$ cat src/rtl/agpc_pkg.sv
package agpc_pkg;
    // Printed offsets are not all multiples of four, so they are indices.
    localparam logic [7:0] IDX_CHAN_A_GAIN = 8'h0c;
    localparam logic [7:0] IDX_CHAN_B_GAIN = 8'h0d;
    localparam logic [7:0] IDX_WORD_HIGH = 8'h0e;
    localparam logic [7:0] IDX_WORD_LOW = 8'h0f;
    localparam logic [7:0] IDX_SLOW_CTRL = 8'h13;
    localparam logic [7:0] IDX_POWER_CTRL = 8'h15;
    localparam logic [7:0] IDX_CLK_DIV = 8'h27;
    // Pattern selectors, coined register for the shared selector codes.
    localparam logic [7:0] IDX_PATTERN_SEL = 8'h0a;
    // Field positions.
    localparam int POS_SLOW = 7;
    localparam int POS_CHA_PD = 6;
    localparam int POS_CHB_PD = 5;
    localparam int POS_STANDBY = 3;
    localparam int POS_GLOBAL_PD = 2;
    localparam int POS_OVERRIDE = 0;
    // Field masks of the writable bits; all others are dropped on write and read as zero.
    localparam logic [7:0] MASK_A_GAIN = 8'h0f;
    localparam logic [7:0] MASK_B_GAIN = 8'hf0;
    localparam logic [7:0] MASK_WORD_LOW = 8'hfc;
    localparam logic [7:0] MASK_SLOW = 8'h80;
    localparam logic [7:0] MASK_POWER = 8'h6d;
    localparam logic [7:0] MASK_CLK_DIV = 8'hc0;
    localparam logic [7:0] MASK_ALL = 8'hff;
    localparam logic [7:0] RESET_VALUE = 8'h00;
    // Highest defined gain code (6 dB), in half-dB steps.
    localparam logic [3:0] GAIN_MAX = 4'hc;
    localparam logic [3:0] PATTERN_CUSTOM = 4'h5;
    localparam int WORD_BITS = 14;
    // Divider codes.
    typedef enum logic [1:0] {
        AGPC_DIV_BYPASS = 2'h0,
        AGPC_DIV_1 = 2'h1,
        AGPC_DIV_2 = 2'h2,
        AGPC_DIV_4 = 2'h3
    } agpc_div_t;
    // Decoded power controls travel together.
    typedef struct packed {
        logic chan_a_down;
        logic chan_b_down;
        logic standby;
        logic global_down;
    } agpc_power_t;
endpackage : agpc_pkg

$ cat src/rtl/agpc_regs.sv
module agpc_regs
    import agpc_pkg::*;
#(
    parameter int AW = 8
)
(
    input wire logic mclk,
    input wire logic rst,
    input wire logic [AW+1:0] wb_adr_i,
    input wire logic [31:0] wb_dat_i,
    output logic [31:0] wb_dat_o,
    input wire logic wb_we_i,
    input wire logic [3:0] wb_sel_i,
    input wire logic wb_cyc_i,
    input wire logic wb_stb_i,
    output logic wb_ack_o,
    input wire logic powerdown_pin,
    input wire logic [13:0] chan_a_sample,
    input wire logic [13:0] chan_b_sample,
    output logic [13:0] chan_a_data,
    output logic [13:0] chan_b_data,
    output logic [4:0] chan_a_gain_half_db,
    output logic [4:0] chan_b_gain_half_db,
    output logic chan_a_gain_bad,
    output logic chan_b_gain_bad,
    output logic slow_sampling,
    output logic chan_a_off,
    output logic chan_b_off,
    output logic standby_out,
    output logic global_off,
    output logic [1:0] clk_div_sel,
    output logic clk_div_pulse
);
    // Register storage, all cleared by reset.
    logic [7:0] chan_a_gain_r;
    logic [7:0] chan_b_gain_r;
    logic [7:0] word_high_r;
    logic [7:0] word_low_r;
    logic [7:0] slow_r;
    logic [7:0] power_r;
    logic [7:0] clk_div_r;
    logic [7:0] pattern_r;
    logic ack_r;
    logic [31:0] rdata_r;
    // Pin synchroniser; only the second stage is read by logic.
    logic pin_meta_r;
    logic pin_sync_r;
    // Divider counter and output flops.
    logic [1:0] div_cnt_r;
    logic div_pulse_r;
    logic [13:0] a_data_r;
    logic [13:0] b_data_r;
    agpc_power_t pwr_r;
    agpc_power_t pwr_nxt;
    logic [4:0] a_db_r;
    logic [4:0] b_db_r;
    logic a_bad_r;
    logic b_bad_r;

    // Convert a gain code to half-dB units; codes above 6 dB convert to zero.
    function automatic logic [4:0] gain_half_db(input logic [3:0] code);
        return (code > GAIN_MAX) ? 5'h00 : {1'b0, code};
    endfunction : gain_half_db

    // Word decode; byte-lane 0 carries all data, registers are 8 bits wide.
    wire logic [AW-1:0] idx = wb_adr_i[AW+1:2];
    wire logic req = wb_cyc_i & wb_stb_i & ~ack_r;
    // A write lands at the edge where the master samples ack high, not one edge earlier.
    // This keeps the register and the bus handshake on the same edge for the master.
    wire logic wr = wb_cyc_i & wb_stb_i & ack_r & wb_we_i & wb_sel_i[0];
    wire logic [7:0] wd = wb_dat_i[7:0];
    wire logic hit_a = (idx == IDX_CHAN_A_GAIN);
    wire logic hit_b = (idx == IDX_CHAN_B_GAIN);
    wire logic hit_wh = (idx == IDX_WORD_HIGH);
    wire logic hit_wl = (idx == IDX_WORD_LOW);
    wire logic hit_sl = (idx == IDX_SLOW_CTRL);
    wire logic hit_pw = (idx == IDX_POWER_CTRL);
    wire logic hit_cd = (idx == IDX_CLK_DIV);
    wire logic hit_ps = (idx == IDX_PATTERN_SEL);
    // Shared custom word assembled from both halves.
    wire logic [13:0] user_word = {word_high_r, word_low_r[7:2]};
    wire logic override = power_r[POS_OVERRIDE];
    wire agpc_div_t div_code = agpc_div_t'(clk_div_r[7:6]);

    // Read mux; unmapped indices read as zero.
    wire logic [7:0] rmux =
        hit_a ? chan_a_gain_r : hit_b ? chan_b_gain_r : hit_wh ? word_high_r :
        hit_wl ? word_low_r : hit_sl ? slow_r : hit_pw ? power_r :
        hit_cd ? clk_div_r : hit_ps ? pattern_r : RESET_VALUE;

    // Bus answer: ack one cycle after the request, dropped the next cycle.
    always_ff @(posedge mclk or posedge rst)
    begin
        if (rst)
        begin
            ack_r <= 1'b0;
            rdata_r <= 32'h0000_0000;
        end
        else
        begin
            ack_r <= req;
            rdata_r <= {24'h00_0000, rmux};
        end
    end

    // Register writes; only writable bits are kept.
    // reserved bits dropped.
    always_ff @(posedge mclk or posedge rst)
    begin
        if (rst)
        begin
            chan_a_gain_r <= RESET_VALUE;
            chan_b_gain_r <= RESET_VALUE;
            word_high_r <= RESET_VALUE;
            word_low_r <= RESET_VALUE;
            slow_r <= RESET_VALUE;
            power_r <= RESET_VALUE;
            clk_div_r <= RESET_VALUE;
            pattern_r <= RESET_VALUE;
        end
        else if (wr)
        begin
            if (hit_a) chan_a_gain_r <= wd & MASK_A_GAIN;
            if (hit_b) chan_b_gain_r <= wd & MASK_B_GAIN;
            if (hit_wh) word_high_r <= wd & MASK_ALL;
            if (hit_wl) word_low_r <= wd & MASK_WORD_LOW;
            if (hit_sl) slow_r <= wd & MASK_SLOW;
            if (hit_pw) power_r <= wd & MASK_POWER;
            if (hit_cd) clk_div_r <= wd & MASK_CLK_DIV;
            if (hit_ps) pattern_r <= wd;
        end
    end

    // Power decode. The pin is a cross-domain level, so it is synchronised.
    always_ff @(posedge mclk or posedge rst)
    begin
        if (rst)
        begin
            pin_meta_r <= 1'b0;
            pin_sync_r <= 1'b0;
        end
        else
        begin
            pin_meta_r <= powerdown_pin;
            pin_sync_r <= pin_meta_r;
        end
    end

    always_comb
    begin
        // channel A down gated by override.
        pwr_nxt.chan_a_down = override & power_r[POS_CHA_PD];
        // channel B down gated by override.
        pwr_nxt.chan_b_down = override & power_r[POS_CHB_PD];
        pwr_nxt.standby = power_r[POS_STANDBY];
        // global down from register, plus pin unless overridden.
        pwr_nxt.global_down = power_r[POS_GLOBAL_PD] | (~override & pin_sync_r);
    end

    // Divider: one-cycle enable pulse at the selected rate.
    always_ff @(posedge mclk or posedge rst)
    begin
        if (rst)
        begin
            div_cnt_r <= 2'h0;
            div_pulse_r <= 1'b0;
        end
        else
        begin
            unique case (div_code)
                AGPC_DIV_BYPASS, AGPC_DIV_1:
                begin
                    div_cnt_r <= 2'h0;
                    div_pulse_r <= 1'b1;
                end
                AGPC_DIV_2:
                begin
                    div_cnt_r <= {1'b0, ~div_cnt_r[0]};
                    div_pulse_r <= (div_cnt_r[0] == 1'b0);
                end
                AGPC_DIV_4:
                begin
                    div_cnt_r <= div_cnt_r + 2'h1;
                    div_pulse_r <= (div_cnt_r == 2'h0);
                end
            endcase
        end
    end

    // Output flops: power, gain, data path.
    always_ff @(posedge mclk or posedge rst)
    begin
        if (rst)
        begin
            pwr_r <= '0;
            a_db_r <= 5'h00;
            b_db_r <= 5'h00;
            a_bad_r <= 1'b0;
            b_bad_r <= 1'b0;
            a_data_r <= 14'h0000;
            b_data_r <= 14'h0000;
        end
        else
        begin
            pwr_r <= pwr_nxt;
            a_db_r <= gain_half_db(chan_a_gain_r[3:0]);
            b_db_r <= gain_half_db(chan_b_gain_r[7:4]);
            a_bad_r <= chan_a_gain_r[3:0] > GAIN_MAX;
            b_bad_r <= chan_b_gain_r[7:4] > GAIN_MAX;
            a_data_r <= (pattern_r[3:0] == PATTERN_CUSTOM) ? user_word : chan_a_sample;
            b_data_r <= (pattern_r[7:4] == PATTERN_CUSTOM) ? user_word : chan_b_sample;
        end
    end

    assign wb_ack_o = ack_r;
    assign wb_dat_o = rdata_r;
    assign chan_a_data = a_data_r;
    assign chan_b_data = b_data_r;
    assign chan_a_gain_half_db = a_db_r;
    assign chan_b_gain_half_db = b_db_r;
    assign chan_a_gain_bad = a_bad_r;
    assign chan_b_gain_bad = b_bad_r;
    assign slow_sampling = slow_r[POS_SLOW];
    assign chan_a_off = pwr_r.chan_a_down;
    assign chan_b_off = pwr_r.chan_b_down;
    assign standby_out = pwr_r.standby;
    assign global_off = pwr_r.global_down;
    assign clk_div_sel = clk_div_r[7:6];
    assign clk_div_pulse = div_pulse_r;

    // Checks.
    a_cha_pd_gate: assert property (@(posedge mclk) disable iff (rst)
        1'b1 |=> chan_a_off == $past(override & power_r[POS_CHA_PD]))
        else $error("Channel A down mismatch");
    a_chb_pd_gate: assert property (@(posedge mclk) disable iff (rst)
        1'b1 |=> chan_b_off == $past(power_r[POS_OVERRIDE] & power_r[POS_CHB_PD]))
        else $error("Channel B down mismatch");
    a_standby_follow: assert property (@(posedge mclk) disable iff (rst)
        ##1 standby_out == $past(power_r[POS_STANDBY])) else $error("Standby mismatch");
    a_global_reg: assert property (@(posedge mclk) disable iff (rst)
        power_r[POS_GLOBAL_PD] |=> global_off) else $error("Global down not applied");
    a_pin_ignored: assert property (@(posedge mclk) disable iff (rst)
        (override && !power_r[POS_GLOBAL_PD]) |=> !global_off) else $error("Pin not ignored");
    a_gain_a_store: assert property (@(posedge mclk) disable iff (rst)
        (wr && hit_a) |=> chan_a_gain_r == ($past(wd) & MASK_A_GAIN)) else $error("Gain A store");
    a_gain_b_store: assert property (@(posedge mclk) disable iff (rst)
        (wr && hit_b) |=> chan_b_gain_r[3:0] == 4'h0) else $error("Gain B reserved bits");
    a_word_low_rsv: assert property (@(posedge mclk) disable iff (rst)
        word_low_r[1:0] == 2'h0) else $error("Word low reserved bits set");
    a_custom_out: assert property (@(posedge mclk) disable iff (rst)
        (pattern_r[3:0] == PATTERN_CUSTOM) ##1 (pattern_r[3:0] == PATTERN_CUSTOM)
        |-> chan_a_data == $past(user_word)) else $error("Custom word not output");
    a_ack_one: assert property (@(posedge mclk) disable iff (rst)
        wb_ack_o |=> !wb_ack_o) else $error("Ack longer than one cycle");
    a_div4_rate: assert property (@(posedge mclk) disable iff (rst)
        (div_code == AGPC_DIV_4) [*5] |-> $countones({$past(div_pulse_r, 3),
        $past(div_pulse_r, 2), $past(div_pulse_r), div_pulse_r}) == 1)
        else $error("Divide-by-4 rate wrong");
endmodule : agpc_regs

$ cat config.mk
export PLATFORM = sky130hd
export DESIGN_NAME = agpc_regs
export DESIGN_NICKNAME = d
export VERILOG_FILES = /design/src/rtl/agpc_pkg.sv /design/src/rtl/agpc_regs.sv
export SDC_FILE = /design/constraint.sdc
export NUM_CORES = 1
export LEC_CHECK = 0
export BUFFER_PORTS_ARGS = -buffer_cell sky130_fd_sc_hd__buf_4
export CORE_UTILIZATION = 44
export DETAILED_ROUTE_END_ITERATION = 16
export HOLD_SLACK_MARGIN = 0.05
export PLACE_DENSITY = 0.76
export SETUP_SLACK_MARGIN = 0.1
export SYNTH_ARGS = -nofsm -noshare
export SYNTH_HDL_FRONTEND = slang
export SYNTH_SLANG_ARGS = --single-unit
$ cat constraint.sdc
create_clock -name mclk -period 3.2 [get_ports mclk]
set_clock_uncertainty 0.05 [all_clocks]
set_input_delay 0.64 -clock mclk [delete_from_list [all_inputs] [get_ports mclk]]
set_output_delay 0.64 -clock mclk [all_outputs]
set_load 0.005 [all_outputs]
Word-level counts from Yosys, hierarchy flattened
Cells that the tools add are included.
- word-level logic and storage cells: 77
- output and inout port bits: 81
- bits in registers: 94
- input port bits: 80
- $lt $le $gt $ge: 2
- multiplexer cells: 14
- add/subtract/negate cells: 1
- reduce and logical (&&, ||, !) cells: 11
- equality and inequality tests: 13
- bitwise logic cells: 12
- operators with widths (operator ; number):
    $mux 8 ; 8
    $eq 8x4->1 const B ; 5
    $mux 14 ; 2
    $eq 8x5->1 const B ; 2
    $reduce_and 2->1 ; 8
    $and 1x1->1 ; 8
    $eq 4x3->1 const B ; 2
    $eq 8x6->1 const B ; 1
    $gt 4x4->1 const B ; 2
    $mux 4 ; 2
    $pmux 2 s3 ; 1
    $eq 2x2->1 const B ; 2
    $logic_not 2->1 ; 2
    $not 1->1 ; 3
    $pmux 1 s3 ; 1
    $add 2x1->2 const B ; 1
    $eq 2x1->1 const B ; 1
    $reduce_or 2->1 ; 1
    $or 1x1->1 ; 1

Logic depth before layout (Yosys ltp)
Gate-level depths: netlist of run 1.
- word-level depth: 9
- depth in mapped cells: 6
- depth with buffers taken out: 4

Least setup slack after synthesis of run 1
Ideal clock, no wire load.
- path kind: input -> register
- from: input port wb_adr_i[7]
- to: register word_low_r[2]
- cell stages on the path: 4
- data arrival time: 2290 ps
- required time: 3025 ps
- setup time: 125 ps
- setup slack: 735 ps
- buffers on the path: 0
- path through: or4b_4 > or3_4 > nor4_4 > mux2_2
- longest elaborated chain between the ends: 2
- RTL lines (element ; line ; RTL):
    start: declaration ; agpc_regs.sv:9 ; input wire logic [AW+1:0] wb_adr_i,
    $eq 8x4->1 ; agpc_regs.sv:75 ; wire logic hit_wl = (idx == IDX_WORD_LOW);
    $reduce_and 2->1 (no source line) ; - ;
    end signal: assignment ; agpc_regs.sv:126 ; if (hit_wl) word_low_r <= wd & MASK_WORD_LOW;
    end: declaration ; agpc_regs.sv:38 ; logic [7:0] word_low_r;
Every way passes these cells.
A chain may end at the register's enable or synchronous reset.

Worst setup path in the final report of run 1
Ends and elaborated chain as after synthesis.

==> impl_metrics.py, run 1 <==
metrics = {
    "synth": {
        "ys_top_cells_by_area": "dfrtp_1 57%, mux2_2 19%, buf_4 4.8%, nand2_1 1.4%, nor2_1 1.1%",
        "syn_inst": 314,
        "synth_edf_count": 0,
        "syn_area_sq_um": 4110,
        "synth_largest_area_cell": "dfrtp_1",
        "syn_area_per_cell_sq_um": 13.1,
        "synth_ff_type": "dfrtp_1",
        "netlist-cell-type-count": 45,
        "ys_seq_area_frac": 0.573,
        "yosysTopAreaCellShare": 0.573,
        "synth-seq-cells": 94,
        "yosysWarnings": 0,
        "async_flop_share": 1.00,
    },
    "critical_path": {
        "crit_chain": "buf_4, or4b_4, or3_4, nor4_4, mux2_2",
        "critPathRequiredTime_ns": 3.39,
        "crit_buf_inv": 1,
        "worstPathArrival_ns": 2.59,
        "crit_fanout": 6,
        "cpPeakStageDelay_ns": 0.56,
        "critPathLaunchType": "primary input",
        "end_kind": "flip-flop",
        "cp-startpoint": "wb_adr_i[7]",
        "cp_slowest_cell": "or4b_4",
        "critPathTopFamily": "simple AND/OR/NAND/NOR gates",
        "timing.rr.start": "wb_ack_o$_DFF_PP0_",
        "crit_type": "primary input to flip-flop",
        "rrSetupSlack_ns": 1.19,
    },
    "power": {
        "p_seq_frac": 0.553,
        "p_per_area_nw_per_um2": 426,
        "p_leak_nw": 2.54,
        "clockPowerShare": 0.368,
        "p_sw_frac": 0.235,
        "p_int_mw": 1.68,
        "switchingPower_mw": 0.518,
        "ir_drop_v": 0.000238,
        "comb_power_share": 0.079,
    },
    "timing": {
        "finalSetupViolations": 0,
        "fin_crit_ns": 2.39,
        "slew_viol_final": 0,
        "min_period_over_period": 0.748,
        "finalSetupTns_ns": 0,
        "finalHoldViolCount": 0,
        "max-slew-margin-rel": 0.297,
        "worst_slew_pin_slew_ns": 1.05,
        "rsz0062_at_grt": "false",
        "max_freq_mhz": 418,
    },
    "detailed_routing": {
        "drc_errors": 0,
        "ant_nets": 0,
        "vias": 2791,
        "wl_mm": 9.02,
        "wl_per_cell_um": 16.8,
        "drt-initial-drc-count": 100,
        "drt-pass1-iter-count": 4,
        "avgViaCountPerCell": 5.20,
    },
    "layout": {
        "n_antenna_cell": 0,
        "nets": 505,
        "final_cells": 537,
        "layout_common_cells": "111 x buf_4, 94 x dfrtp_1, 69 x mux2_2, 26 x conb_1, 15 x nand2_1",
        "drive_gt1_frac": 0.492,
        "layout_commonest_cell": "buf_4",
        "syn_to_final_growth_pct": 25.9,
    },
    "flow_run": {
        "drv_cap": 0,
    },
    "place": {
        "hpwl_mm": 6.62,
        "io_buffers": 105,
        "dp_cells": 521,
        "gp_congestion": 0.862,
    },
    "cts": {
        "cts_hold_buf": 0,
        "clockRootBuffer": "clkbuf_8",
        "cts_tree": "yes",
        "htree_num_levels": 3,
        "clock_path_buffers": 2,
        "post-cts-setup-buffers": 0,
        "cts_buffers": 9,
        "cts.reportedPaths.clkPinSlew_ns": 0.09,
        "cts_sinks": 94,
        "cts_resized": 0,
        "clock_latency_ns": 0.36,
    },
    "global_route": {
        "track_usage": 0.196,
        "grt_pass1_vias": 2878,
        "grt_pass1_wl_mm": 14.7,
        "grt_antenna_before_repair": 0,
        "grt_overflow_total": 0,
        "grt_max_degree": 37,
    },
    "floorplanning": {
        "start_util": 0.462,
        "row_count": 34,
        "die_h_um": 98.6,
        "io_pins": 161,
        "die-area_sq_um": 9720,
        "core_sq_um": 8890,
        "die_x_um": 98.6,
    },
    "worst_hold_path": {
        "hold_class": "flip-flop to flip-flop",
        "hp-start": "pin_meta_r$_DFF_PP0_",
    },
    "status": {
        "status": "finished, final reports clean",
    },
}
-- layer usage --
metal | GRT usage | wire (um) | up-vias
met5 | 0 | 0 | -
met4 | 0.0700 | 118 | 0
met3 | 0.0348 | 485 | 13
met2 | 0.333 | 4590 | 105
met1 | 0.255 | 3820 | 1396
li1 | - | - | 1277
-- sequential cells by signal (all words and copies together) (netlist names), 2 cells and up --
name / count
chan_a_data: 14
chan_a_gain_half_db: 4
chan_a_gain_r: 4
chan_b_data: 14
chan_b_gain_half_db: 4
chan_b_gain_r: 4
clk_div_r: 2
div_cnt_r: 2
pattern_r: 8
power_r: 5
wb_dat_o: 8
word_high_r: 8
word_low_r: 6
-- metrics by stage --
step | util | cell area (sq um) | hold WS (ns) | worst slack [ns] | total power [mW]
6_report | 0.582 | 5170 | 0.306 | 0.807 | 2.20
4_1_cts | 0.582 | 5170 | 0.308 | 0.816 | 2.22
3_3_place_gp | 0.558 | 4960 | 0.289 | 0.435 | 1.41
3_5_place_dp | 0.558 | 4960 | 0.286 | 0.429 | 1.42
2_1_floorplan | - | 4200 | 0.281 | 0.735 | 1.33
5_1_grt | 0.582 | 5170 | 0.321 | 0.745 | 2.30
-- cell type report --
class,instances,area [sq um]
tap,108,135
inverter,11,45.0
clock inverter,6,68.8
clock buffer,10,138
timing repair buffer,111,833
fill,742,3720
sequential,94,2350
multi-input combinational,197,1600
-- power groups by stage --
stage | combinational [mW] | sequential [mW] | clock [mW]
6_report | 0.174 | 1.22 | 0.810
2_1_floorplan | 0.0904 | 1.24 | 0
5_1_grt | 0.192 | 1.22 | 0.888
4_1_cts | 0.176 | 1.22 | 0.832
3_3_place_gp | 0.172 | 1.24 | 0
3_5_place_dp | 0.176 | 1.24 | 0
-- logic make-up after synthesis --
group,count (synthesis),synth area share
compound gates,31,0.0552
fa+ha+maj,1,0.00305
buf+inv,48,0.0679
flops,94,0.573
mux,72,0.197
other cells,1,0.000913
simple gates,67,0.104
-- worst paths after layout --
| check | endpoint | cells past startpoint |
|---|---|---|
| max in group asynchronous | word_low_r[2]$_DFFE_PP0P_ | 3 |
| worst max register to register | word_high_r[0]$_DFFE_PP0P_ | 4 |
| worst min-delay path | pin_sync_r$_DFF_PP0_ | 0 |
| min in group asynchronous | chan_b_data[7]$_DFF_PP0_ | 2 |
| worst max-delay path | word_low_r[2]$_DFFE_PP0P_ | 5 |
| worst min register to register | pin_sync_r$_DFF_PP0_ | 0 |
-- synth_stat cells (all sizes together), types with 4 or more instances --
library cell,instances
a21oi,6
clkbuf,10
nor2b,4
nor3,4
dfrtp,94
and2,7
o21ai,6
nor2,12
inv,11
mux2,69
a32o,4
buf,27
nand2,15
(Power assumes the default switching activity.)
==> run 2: changes to the inputs <==
Clock period 3.2 ns to 2.1 ns, I/O delays scaled along.
==> impl_metrics.py, run 2 (same netlist as run 1, synthesis figures left out) <==
metrics = {
    "place": {
        "dp_slack_ns": -0.303,
        "io_buffers": 105,
        "place_area_sq_um": 5170,
        "gp_congestion": 0.848,
        "hpwl_mm": 6.80,
    },
    "floorplanning": {
        "row_count": 34,
        "io_pins": 161,
        "die_h_um": 98.6,
        "core_sq_um": 8890,
        "die_x_um": 98.6,
        "start_util": 0.462,
        "die-area_sq_um": 9720,
    },
    "power": {
        "ir_drop_v": 0.000501,
        "comb_power_share": 0.085,
        "p_per_area_nw_per_um2": 635,
        "p_sw_frac": 0.225,
        "p_int_mw": 2.66,
        "switchingPower_mw": 0.772,
        "clockPowerShare": 0.376,
        "p_leak_nw": 2.67,
        "p_seq_frac": 0.540,
    },
    "cts": {
        "cts_sinks": 94,
        "cts.reportedPaths.clkPinSlew_ns": 0.09,
        "clock_latency_ns": 0.35,
        "cts_tree": "yes",
        "htree_num_levels": 3,
        "cts_hold_buf": 0,
        "clockRootBuffer": "clkbuf_8",
        "cts_buffers": 9,
        "clock_path_buffers": 2,
    },
    "layout": {
        "drive_gt1_frac": 0.519,
        "fin_util": 0.609,
        "layout_common_cells": "126 x buf_4, 94 x dfrtp_1, 66 x mux2_2, 26 x conb_1, 13 x nand2_1",
        "stdcell_area_sq_um": 5410,
        "nets": 524,
        "syn_to_final_growth_pct": 31.7,
        "n_antenna_cell": 0,
        "layout_commonest_cell": "buf_4",
    },
    "timing": {
        "slew_viol_final": 0,
        "rsz0062_at_grt": "true",
        "setup_ws_ns": 0.0971,
        "finalSetupViolations": 0,
        "fin_crit_ns": 2.00,
        "worst_slew_pin_slew_ns": 0.556,
        "finalHoldViolCount": 0,
        "max-slew-margin-rel": 0.629,
        "max_freq_mhz": 499,
        "hold_slack_ns": 0.0598,
        "min_period_over_period": 0.954,
        "finalSetupTns_ns": 0,
    },
    "critical_path": {
        "cpPeakStageDelay_ns": 0.52,
        "cpMostUsedCell": "buf_4",
        "worstPathArrival_ns": 2.18,
        "cp_slowest_cell": "or4b_4",
        "crit_type": "primary input to flip-flop",
        "crit_fanout": 4,
        "crit_chain": "buf_4, or4b_4, or3_4, buf_4, o221a_2, a221o_1",
        "critPathLaunchType": "primary input",
        "rrSetupSlack_ns": 0.33,
        "end_kind": "flip-flop",
        "critPathRequiredTime_ns": 2.28,
    },
    "worst_hold_path": {
        "hold_class": "primary input to async pin",
    },
    "detailed_routing": {
        "vias": 2835,
        "wl_per_cell_um": 16.6,
        "wl_mm": 9.21,
        "drc_errors": 1,
        "avgViaCountPerCell": 5.11,
        "ant_nets": 0,
        "drt-initial-drc-count": 149,
        "drt-pass1-iter-count": 10,
    },
    "global_route": {
        "grt_pass1_wl_mm": 14.7,
        "grt_pass1_vias": 2969,
        "grt_max_degree": 39,
        "grt_antenna_before_repair": 0,
        "track_usage": 0.198,
        "grt_overflow_total": 0,
    },
    "status": {
        "status": "finished, violations left",
        "violations": "DRC",
    },
    "flow_run": {
        "drv_cap": 0,
    },
}
[run 2: power groups by stage]
stage	sequential, mW	combinational [mW]	clock (mW)
after floorplan	1.89	0.142	0
after global placement	1.89	0.286	0
after detailed placement	1.89	0.292	0
after CTS	1.85	0.293	1.32
after global routing	1.86	0.319	1.40
final	1.85	0.291	1.29
[run 2: per-stage QoR]
step | power, mW | instances
floorplan | 2.03 | 339
global placement | 2.17 | 538
detailed placement | 2.18 | 538
CTS | 3.47 | 553
global route | 3.58 | 555
finish | 3.43 | 555
[run 2: worst paths after layout]
path,from,to,depth (start not counted)
max in group asynchronous,rst,clk_div_r[6]$_DFFE_PP0P_,3
hold / removal,rst,chan_a_data[7]$_DFF_PP0_,2
setup reg to reg,wb_ack_o$_DFF_PP0_,chan_b_gain_r[7]$_DFFE_PP0P_,4
min in group mclk,powerdown_pin,pin_meta_r$_DFF_PP0_,1
hold reg to reg,pin_meta_r$_DFF_PP0_,pin_sync_r$_DFF_PP0_,0
setup / recovery,wb_adr_i[9],wb_dat_o[7]$_DFF_PP0_,6
[run 2: final cells by class]
cell class	count	area, sq um
clock buffer	10	128
clock inverter	5	83.8
fill	728	3480
timing repair buffer	130	1010
inverter	11	45.0
tap	108	135
multi-input combinational	197	1660
sequential	94	2350
[run 2: critical path: cells and delay by family]
kind            cells  cell delay [ns]
compound gates      2             0.57
buf+inv             2             0.27
simple gates        2             0.91
[run 2: metal layers]
metal	up-vias	track usage	routed length, um
li1	1314	-	-
met1	1407	0.252	3910
met2	106	0.343	4740
met3	8	0.0397	493
met4	0	0.0586	68
met5	-	0	0
[run 2: timing repair]
item,4_1_cts,5_1_grt
resized for setup,0,4
pin swaps,1,0
setup endpoints to repair,4,22
setup buffers,0,2
gates cloned,0,0
